## config.mk

```make
export PLATFORM = sky130hd
export DESIGN_NAME = ppmc_top
export DESIGN_NICKNAME = d
export VERILOG_FILES = /design/src/logic/ppmc_pkg.sv /design/src/logic/ppmc_mode_decode.sv /design/src/logic/ppmc_toggle.sv /design/src/logic/ppmc_top.sv
export SDC_FILE = /design/constraint.sdc
export NUM_CORES = 1
export LEC_CHECK = 0
export BUFFER_PORTS_ARGS = -buffer_cell sky130_fd_sc_hd__buf_2
export CAP_MARGIN = 0
export CORE_ASPECT_RATIO = 0.75
export CORE_MARGIN = 2
export CORE_UTILIZATION = 48
export DETAILED_ROUTE_END_ITERATION = 12
export PLACE_DENSITY = 0.89
export SYNTH_ARGS = -nofsm -noshare
export SYNTH_HDL_FRONTEND = slang
export SYNTH_SLANG_ARGS = --single-unit
```

## constraint.sdc

```tcl
create_clock -name pclk -period 2.35 [get_ports pclk]
set_input_delay 0.3525 -clock pclk [delete_from_list [all_inputs] [get_ports pclk]]
set_output_delay 0.3525 -clock pclk [all_outputs]
set_load 0.02 [all_outputs]
```

## src/logic/ppmc_pkg.sv

```systemverilog
// Operation
// - two same-position bits select each pin mode
// - 00 quasi, 01 push-pull, 10 input, 11 drain
// - bits 7..5 pick schmitt or ttl inputs
// - bit 4 routes clock to crystal pin
// - bit 3 toggles p0.7 on timer1 overflow
// - bit 2 toggles p1.2 on timer0 overflow
package ppmc_pkg;

  // ----------------------------------------
  // pin modes
  // ----------------------------------------
  typedef enum logic [1:0] {
    ppmc_mode_quasi,
    ppmc_mode_push_pull,
    ppmc_mode_input_only,
    ppmc_mode_open_drain
  } ppmc_mode_type;

  // ----------------------------------------
  // bus shape
  // ----------------------------------------
  localparam int ADDR_W = 12;
  localparam int DATA_W = 32;

  // ----------------------------------------
  // register indices, byte address is four times the index
  // ----------------------------------------
  localparam logic [7:0] IDX_PORT0_MODE_LOW = 8'hb1;
  localparam logic [7:0] IDX_PORT0_MODE_HIGH = 8'hb2;
  localparam logic [7:0] IDX_PORT1_MODE_LOW = 8'hb3;
  localparam logic [7:0] IDX_PORT1_MODE_HIGH = 8'hb4;
  localparam logic [7:0] IDX_PORT2_MODE_LOW_MISC = 8'hb5;
  localparam logic [7:0] IDX_PORT2_MODE_HIGH = 8'hb6;

  // ----------------------------------------
  // field positions in port2_mode_low_misc
  // ----------------------------------------
  localparam int BIT_PORT2_SCHMITT = 7;
  localparam int BIT_PORT1_SCHMITT = 6;
  localparam int BIT_PORT0_SCHMITT = 5;
  localparam int BIT_CLOCK_OUT_EN = 4;
  localparam int BIT_TIMER1_TOGGLE_EN = 3;
  localparam int BIT_TIMER0_TOGGLE_EN = 2;
  localparam int PORT2_PINS = 2;

  // ----------------------------------------
  // implemented bits and reset values
  // ----------------------------------------
  localparam logic [7:0] PORT1_IMPL_MASK = 8'hdf;
  localparam logic [7:0] PORT2_HIGH_IMPL_MASK = 8'h03;
  localparam logic [7:0] RST_MODE_REG = 8'h00;
  localparam logic RST_TOGGLE_LEVEL = 1'b0;

  function automatic logic [ADDR_W-1:0] reg_addr(input logic [7:0] idx);
    reg_addr = {2'h0, idx, 2'h0};
  endfunction

  function automatic ppmc_mode_type mode_of(input logic m1, input logic m2);
    case ({m1, m2})
      2'h0: mode_of = ppmc_mode_quasi;
      2'h1: mode_of = ppmc_mode_push_pull;
      2'h2: mode_of = ppmc_mode_input_only;
      default: mode_of = ppmc_mode_open_drain;
    endcase
  endfunction

endpackage

```

## src/logic/ppmc_mode_decode.sv

```systemverilog
`timescale 1ns/1ps
module ppmc_mode_decode #(
  parameter int WIDTH = 8
) (
  input wire logic pclk,
  input wire logic presetn,
  input wire logic pclken,
  input wire logic [WIDTH-1:0] mode_low,
  input wire logic [WIDTH-1:0] mode_high,
  output logic [2*WIDTH-1:0] pin_mode
);

  // ----------------------------------------
  // per-pin decode
  // ----------------------------------------
  // bit pairing
  always_ff @(posedge pclk or negedge presetn) begin
    if (!presetn) begin
      pin_mode <= '0;
    end else if (pclken) begin
      for (int i = 0; i < WIDTH; i++) begin
        pin_mode[2*i +: 2] <= ppmc_pkg::mode_of(mode_low[i], mode_high[i]);
      end
    end
  end
endmodule

```

## src/logic/ppmc_toggle.sv

```systemverilog
`timescale 1ns/1ps
module ppmc_toggle (
  input wire logic pclk,
  input wire logic presetn,
  input wire logic pclken,
  input wire logic enable,
  input wire logic overflow,
  output logic level
);

  // ----------------------------------------
  // toggle on overflow
  // ----------------------------------------
  // level holds while disabled so re-enabling resumes without a glitch
  // overflow toggle
  always_ff @(posedge pclk or negedge presetn) begin
    if (!presetn) begin
      level <= ppmc_pkg::RST_TOGGLE_LEVEL;
    end else if (pclken && enable && overflow) begin
      level <= ~level;
    end
  end
endmodule

```

## src/logic/ppmc_top.sv

```systemverilog
`timescale 1ns/1ps
module ppmc_top (
  input wire logic pclk,
  input wire logic presetn,
  input wire logic pclken,
  input wire logic psel,
  input wire logic penable,
  input wire logic pwrite,
  input wire logic [ppmc_pkg::ADDR_W-1:0] paddr,
  input wire logic [ppmc_pkg::DATA_W-1:0] pwdata,
  output logic [ppmc_pkg::DATA_W-1:0] prdata,
  output logic pready,
  output logic pslverr,
  input wire logic timer0_overflow,
  input wire logic timer1_overflow,
  output logic [15:0] port0_pin_mode,
  output logic [15:0] port1_pin_mode,
  output logic [3:0] port2_pin_mode,
  output logic port2_schmitt_select,
  output logic port1_schmitt_select,
  output logic port0_schmitt_select,
  output logic clock_out_enable,
  output logic timer1_toggle_out_enable,
  output logic timer0_toggle_out_enable,
  output logic port0_pin7_toggle_level,
  output logic port1_pin2_toggle_level
);

  // ----------------------------------------
  // register storage
  // ----------------------------------------
  logic [7:0] port0_mode_low;
  logic [7:0] port0_mode_high;
  logic [7:0] port1_mode_low;
  logic [7:0] port1_mode_high;
  logic [7:0] port2_mode_low_misc;
  logic [1:0] port2_mode_high;

  logic [7:0] next_rdata;
  logic next_hit;
  logic wr_access;

  // ----------------------------------------
  // apb decode
  // ----------------------------------------
  always_comb begin
    next_rdata = 8'h00;
    next_hit = 1'b1;
    case (paddr)
      ppmc_pkg::reg_addr(ppmc_pkg::IDX_PORT0_MODE_LOW): begin
        next_rdata = port0_mode_low;
      end
      ppmc_pkg::reg_addr(ppmc_pkg::IDX_PORT0_MODE_HIGH): begin
        next_rdata = port0_mode_high;
      end
      ppmc_pkg::reg_addr(ppmc_pkg::IDX_PORT1_MODE_LOW): begin
        next_rdata = port1_mode_low & ppmc_pkg::PORT1_IMPL_MASK;
      end
      ppmc_pkg::reg_addr(ppmc_pkg::IDX_PORT1_MODE_HIGH): begin
        next_rdata = port1_mode_high & ppmc_pkg::PORT1_IMPL_MASK;
      end
      ppmc_pkg::reg_addr(ppmc_pkg::IDX_PORT2_MODE_LOW_MISC): begin
        next_rdata = port2_mode_low_misc;
      end
      ppmc_pkg::reg_addr(ppmc_pkg::IDX_PORT2_MODE_HIGH): begin
        next_rdata = {6'h00, port2_mode_high};
      end
      default: begin
        next_hit = 1'b0;
      end
    endcase
  end

  // answer is loaded at the setup edge, so every access has exactly one
  // access cycle and all bus outputs come from flops
  always_ff @(posedge pclk or negedge presetn) begin
    if (!presetn) begin
      pready <= 1'b0;
    end else if (pclken) begin
      pready <= psel && !penable;
    end
  end

  always_ff @(posedge pclk or negedge presetn) begin
    if (!presetn) begin
      prdata <= '0;
      pslverr <= 1'b0;
    end else if (pclken && psel && !penable) begin
      prdata <= {24'h000000, next_rdata};
      pslverr <= !next_hit;
    end
  end

  // writes land only on the completing edge and never on an error
  assign wr_access = pclken && psel && penable && pready && pwrite && !pslverr;

  // ----------------------------------------
  // mode registers
  // ----------------------------------------
  // port0 pairs
  always_ff @(posedge pclk or negedge presetn) begin
    if (!presetn) begin
      port0_mode_low <= ppmc_pkg::RST_MODE_REG;
      port0_mode_high <= ppmc_pkg::RST_MODE_REG;
    end else if (wr_access) begin
      if (paddr == ppmc_pkg::reg_addr(ppmc_pkg::IDX_PORT0_MODE_LOW)) begin
        port0_mode_low <= pwdata[7:0];
      end
      if (paddr == ppmc_pkg::reg_addr(ppmc_pkg::IDX_PORT0_MODE_HIGH)) begin
        port0_mode_high <= pwdata[7:0];
      end
    end
  end

  always_ff @(posedge pclk or negedge presetn) begin
    if (!presetn) begin
      port1_mode_low <= ppmc_pkg::RST_MODE_REG;
      port1_mode_high <= ppmc_pkg::RST_MODE_REG;
    end else if (wr_access) begin
      if (paddr == ppmc_pkg::reg_addr(ppmc_pkg::IDX_PORT1_MODE_LOW)) begin
        port1_mode_low <= pwdata[7:0] & ppmc_pkg::PORT1_IMPL_MASK;
      end
      if (paddr == ppmc_pkg::reg_addr(ppmc_pkg::IDX_PORT1_MODE_HIGH)) begin
        port1_mode_high <= pwdata[7:0] & ppmc_pkg::PORT1_IMPL_MASK;
      end
    end
  end

  always_ff @(posedge pclk or negedge presetn) begin
    if (!presetn) begin
      port2_mode_low_misc <= ppmc_pkg::RST_MODE_REG;
    end else if (wr_access
        && paddr == ppmc_pkg::reg_addr(ppmc_pkg::IDX_PORT2_MODE_LOW_MISC)) begin
      port2_mode_low_misc <= pwdata[7:0];
    end
  end

  always_ff @(posedge pclk or negedge presetn) begin
    if (!presetn) begin
      port2_mode_high <= ppmc_pkg::RST_MODE_REG[1:0];
    end else if (wr_access
        && paddr == ppmc_pkg::reg_addr(ppmc_pkg::IDX_PORT2_MODE_HIGH)) begin
      port2_mode_high <= pwdata[1:0];
    end
  end

  // ----------------------------------------
  // control outputs
  // ----------------------------------------
  // input type
  assign port2_schmitt_select = port2_mode_low_misc[ppmc_pkg::BIT_PORT2_SCHMITT];
  assign port1_schmitt_select = port2_mode_low_misc[ppmc_pkg::BIT_PORT1_SCHMITT];
  assign port0_schmitt_select = port2_mode_low_misc[ppmc_pkg::BIT_PORT0_SCHMITT];
  assign clock_out_enable = port2_mode_low_misc[ppmc_pkg::BIT_CLOCK_OUT_EN];
  assign timer1_toggle_out_enable = port2_mode_low_misc[ppmc_pkg::BIT_TIMER1_TOGGLE_EN];
  assign timer0_toggle_out_enable = port2_mode_low_misc[ppmc_pkg::BIT_TIMER0_TOGGLE_EN];

  // ----------------------------------------
  // decoders and toggles
  // ----------------------------------------
  ppmc_mode_decode #(.WIDTH(8)) u_port0_decode (
    .pclk(pclk),
    .presetn(presetn),
    .pclken(pclken),
    .mode_low(port0_mode_low),
    .mode_high(port0_mode_high),
    .pin_mode(port0_pin_mode)
  );

  ppmc_mode_decode #(.WIDTH(8)) u_port1_decode (
    .pclk(pclk),
    .presetn(presetn),
    .pclken(pclken),
    .mode_low(port1_mode_low),
    .mode_high(port1_mode_high),
    .pin_mode(port1_pin_mode)
  );

  ppmc_mode_decode #(.WIDTH(ppmc_pkg::PORT2_PINS)) u_port2_decode (
    .pclk(pclk),
    .presetn(presetn),
    .pclken(pclken),
    .mode_low(port2_mode_low_misc[1:0]),
    .mode_high(port2_mode_high),
    .pin_mode(port2_pin_mode)
  );

  // timer overflows come from same-clock logic, so no synchroniser
  // timer1 to p0.7
  ppmc_toggle u_timer1_toggle (
    .pclk(pclk),
    .presetn(presetn),
    .pclken(pclken),
    .enable(port2_mode_low_misc[ppmc_pkg::BIT_TIMER1_TOGGLE_EN]),
    .overflow(timer1_overflow),
    .level(port0_pin7_toggle_level)
  );

  ppmc_toggle u_timer0_toggle (
    .pclk(pclk),
    .presetn(presetn),
    .pclken(pclken),
    .enable(port2_mode_low_misc[ppmc_pkg::BIT_TIMER0_TOGGLE_EN]),
    .overflow(timer0_overflow),
    .level(port1_pin2_toggle_level)
  );
endmodule

```

==> out/metrics.yaml <==
drive_gt1_frac: 0.499
fin_nets: 424
drcViolationCount: 0
grt_use_total: 0.199
cp_max_fo: 8
final-instance-count-excl-fill: 480
die_width_um: 108
path_clk_slew_ns: 0.07
worstHoldPathType: "in2reg"
irDropWorstVdd_mv: 0.442
layout_common_cells: "dfrtp_1 (86), buf_2 (78), mux2_2 (68), conb_1 (26), buf_4 (11)"
htreeDepth: 3
min_period_ns: 2.15
fin_util: 0.581
ys_seq_area_frac: 0.552
tightestPinTransition_ns: 0.636
numCtsBuffers: 9
rows: 28
via_per_inst: 5.29
rrSetupSlack_ns: 0.20
clk_latency_ns: 0.35
p_leak_nw: 2.49
overflow: 0
end_kind: "flip-flop"
synth_top_area_frac: 0.552
cts_setup_buffers: 0
cts.repair.resized: 0
worstPathArrival_ns: 2.38
r2r_start: "pslverr$_DFFE_PN0P_"
cts_root_buf: "clkbuf_8"
die_y_um: 82.0
netlist_area_um2: 3900
io_pins: 130
worstReg2RegEnd: "port0_mode_low[6]$_DFFE_PN0P_"
gp_congestion: 0.808
drt-total-wl_um: 8310
power_w: 0.00275
cp.required_ns: 2.58
die-area_um2: 8860
skew_ns: 0.00816
numClockSinks: 86
setup_violations: 0
status: "complete, no violations"
path_class: "reg2reg"
grt_pass1_wl_um: 13100
synth_cells: 284
initial_core_util: 0.494
n_fill_cell: 639
hpwlAfterDp_um: 6030
port_buffers: 79
ys_warn_count: 0
synthArstFlopShare: 1.00
ant_nets: 0
tritoncts: "done"
yosys-top-cells-area: "dfrtp_1 (55%), mux2_2 (20%), buf_4 (5.0%), mux2_4 (3.1%), mux2i_1 (2.6%)"
period_share: 0.915
core_um2: 7880
crit_start: "pslverr$_DFFE_PN0P_"
first_global_vias: 2557
final-max-slew-violation-count: 0
cts.path.max_buffers: 2
max_freq_mhz: 465
ys_ff_latch: 86
placed_cells: 465
vias: 2540
synth-edff-count: 0
antenna_found_initial: 0
cp-start-kind: "flip-flop"
fin_ws_ns: 0.201
syn_to_final_growth_pct: 17.5
hold_viol_final: 0
setup_tns_ns: 0
reg2reg_depth: 4
synth_cell_types: 38
setup.worst_path.end: "port0_mode_low[6]$_DFFE_PN0P_"
mostFrequentLayoutCell: "dfrtp_1"
powerDensity_nw_per_um2: 602
avgSynthCellArea_um2: 13.7
firstDrtPassIters: 4
rsz0062_at_grt: "false"
antenna_cells: 0
wire_per_inst_um: 17.3
maxSlewHeadroom: 0.576
grt_max_degree: 54
place_ws_ns: 0.199
yosysTopAreaCell: "dfrtp_1"
drt_iter0_drc: 189
synthFlopType: "dfrtp_1"
cap_viol_max_count: 0
[synthesized netlist by cell type (2+ instances only)]
master / count
o21ai_0: 9
or3_1: 3
nor3_1: 2
clkbuf_1: 6
o2bb2ai_1: 3
dfrtp_1: 86
a222oi_1: 3
nand3b_1: 3
nand2_1: 9
nand2b_1: 3
a21oi_1: 2
nor2_2: 2
xnor2_1: 2
a32o_1: 2
buf_1: 3
and4b_1: 2
nor2b_1: 2
buf_2: 3
inv_1: 4
mux2_2: 68
mux2i_1: 10
mux2_4: 8
a221o_1: 2
buf_4: 26
nor3b_1: 3
nor2_1: 3
nand3_1: 4
[worst max-delay path, cell delays in order (launching register included)]
cell,delay [ns]
dfrtp_1,0.41
and4b_1,0.35
nand4_4,0.20
or3_1,0.68
mux2_4,0.39
[per-stage QoR]
step                hold WS (ns)  cell area, µm²
finish                     0.269            4580
global route               0.273            4580
CTS                        0.262            4580
detailed placement         0.330            4360
global placement           0.323            4360
floorplan                 0.0569            3990
[layer usage]
metal	GRT usage	wire [µm]
met1	0.255	3600
met2	0.331	3950
met3	0.0611	694
met4	0.0590	68
met5	0	0
[worst min-delay path by stage]
stage               from                                end  slack (ns)  depth (start not counted)
6_report       pwdata[5]      port0_mode_low[5]$_DFFE_PN0P_        0.27                          2
3_3_place_gp     presetn  u_timer1_toggle.level$_DFFE_PN0P_        0.32                          1
3_5_place_dp     presetn  u_timer1_toggle.level$_DFFE_PN0P_        0.33                          1
4_1_cts        pwdata[5]      port0_mode_low[5]$_DFFE_PN0P_        0.26                          2
2_1_floorplan    presetn     port0_mode_high[0]$_DFFE_PN0P_        0.06                          0
5_1_grt        pwdata[5]      port0_mode_low[5]$_DFFE_PN0P_        0.27                          2
[registers in the layout, indices dropped and copies added (netlist names)]
register,flops
u_timer1_toggle.level,1
u_port2_decode.pin_mode,4
port1_mode_high,7
u_timer0_toggle.level,1
u_port1_decode.pin_mode,14
port2_mode_high,2
port0_mode_low,8
port0_mode_high,8
pslverr,1
port1_mode_low,7
prdata,8
pready,1
port2_mode_low_misc,8
u_port0_decode.pin_mode,16
[logic make-up (layout without fill, tap and decap cells)]
| group | count (synthesis) | count (layout) | synth area share |
|---|---|---|---|
| DFF | 86 | 86 | 0.552 |
| buffers and inverters | 43 | 109 | 0.0694 |
| AOI/OAI and AO/OA | 23 | 23 | 0.0427 |
| other | 1 | 26 | 0.000962 |
| muxes | 87 | 87 | 0.259 |
| and+or+nand+nor | 42 | 42 | 0.0713 |
| xor gates and xnor gates | 2 | 2 | 0.00450 |
[where the power goes]
| part | switching (W) | leakage, nW | internal, W | total, W |
|---|---|---|---|---|
| logic | 0.000128 | 1.19 | 0.0000521 | 0.000180 |
| registers | 0.00000111 | 1.20 | 0.00148 | 0.00148 |
| clock network | 0.000480 | 0.104 | 0.000614 | 0.00109 |
| total | 0.000609 | 2.49 | 0.00215 | 0.00275 |
[timing repair]
item,in CTS,in global routing
hold endpoints to repair,33,0
setup endpoints to repair,0,0
hold buffers,1,0
[cell type report]
| class | count | area (µm²) | share of cell area |
|---|---|---|---|
| Sequential cell | 86 | 2150 | 0.470 |
| Clock inverter | 4 | 72.6 | 0.0158 |
| Inverter | 4 | 15.0 | 0.00328 |
| Tap cell | 105 | 131 | 0.0287 |
| Timing Repair Buffer | 91 | 503 | 0.110 |
| Clock buffer | 10 | 138 | 0.0301 |
| Multi-Input combinational cell | 180 | 1570 | 0.342 |
Note: power is estimated with default switching activity, not from simulation.
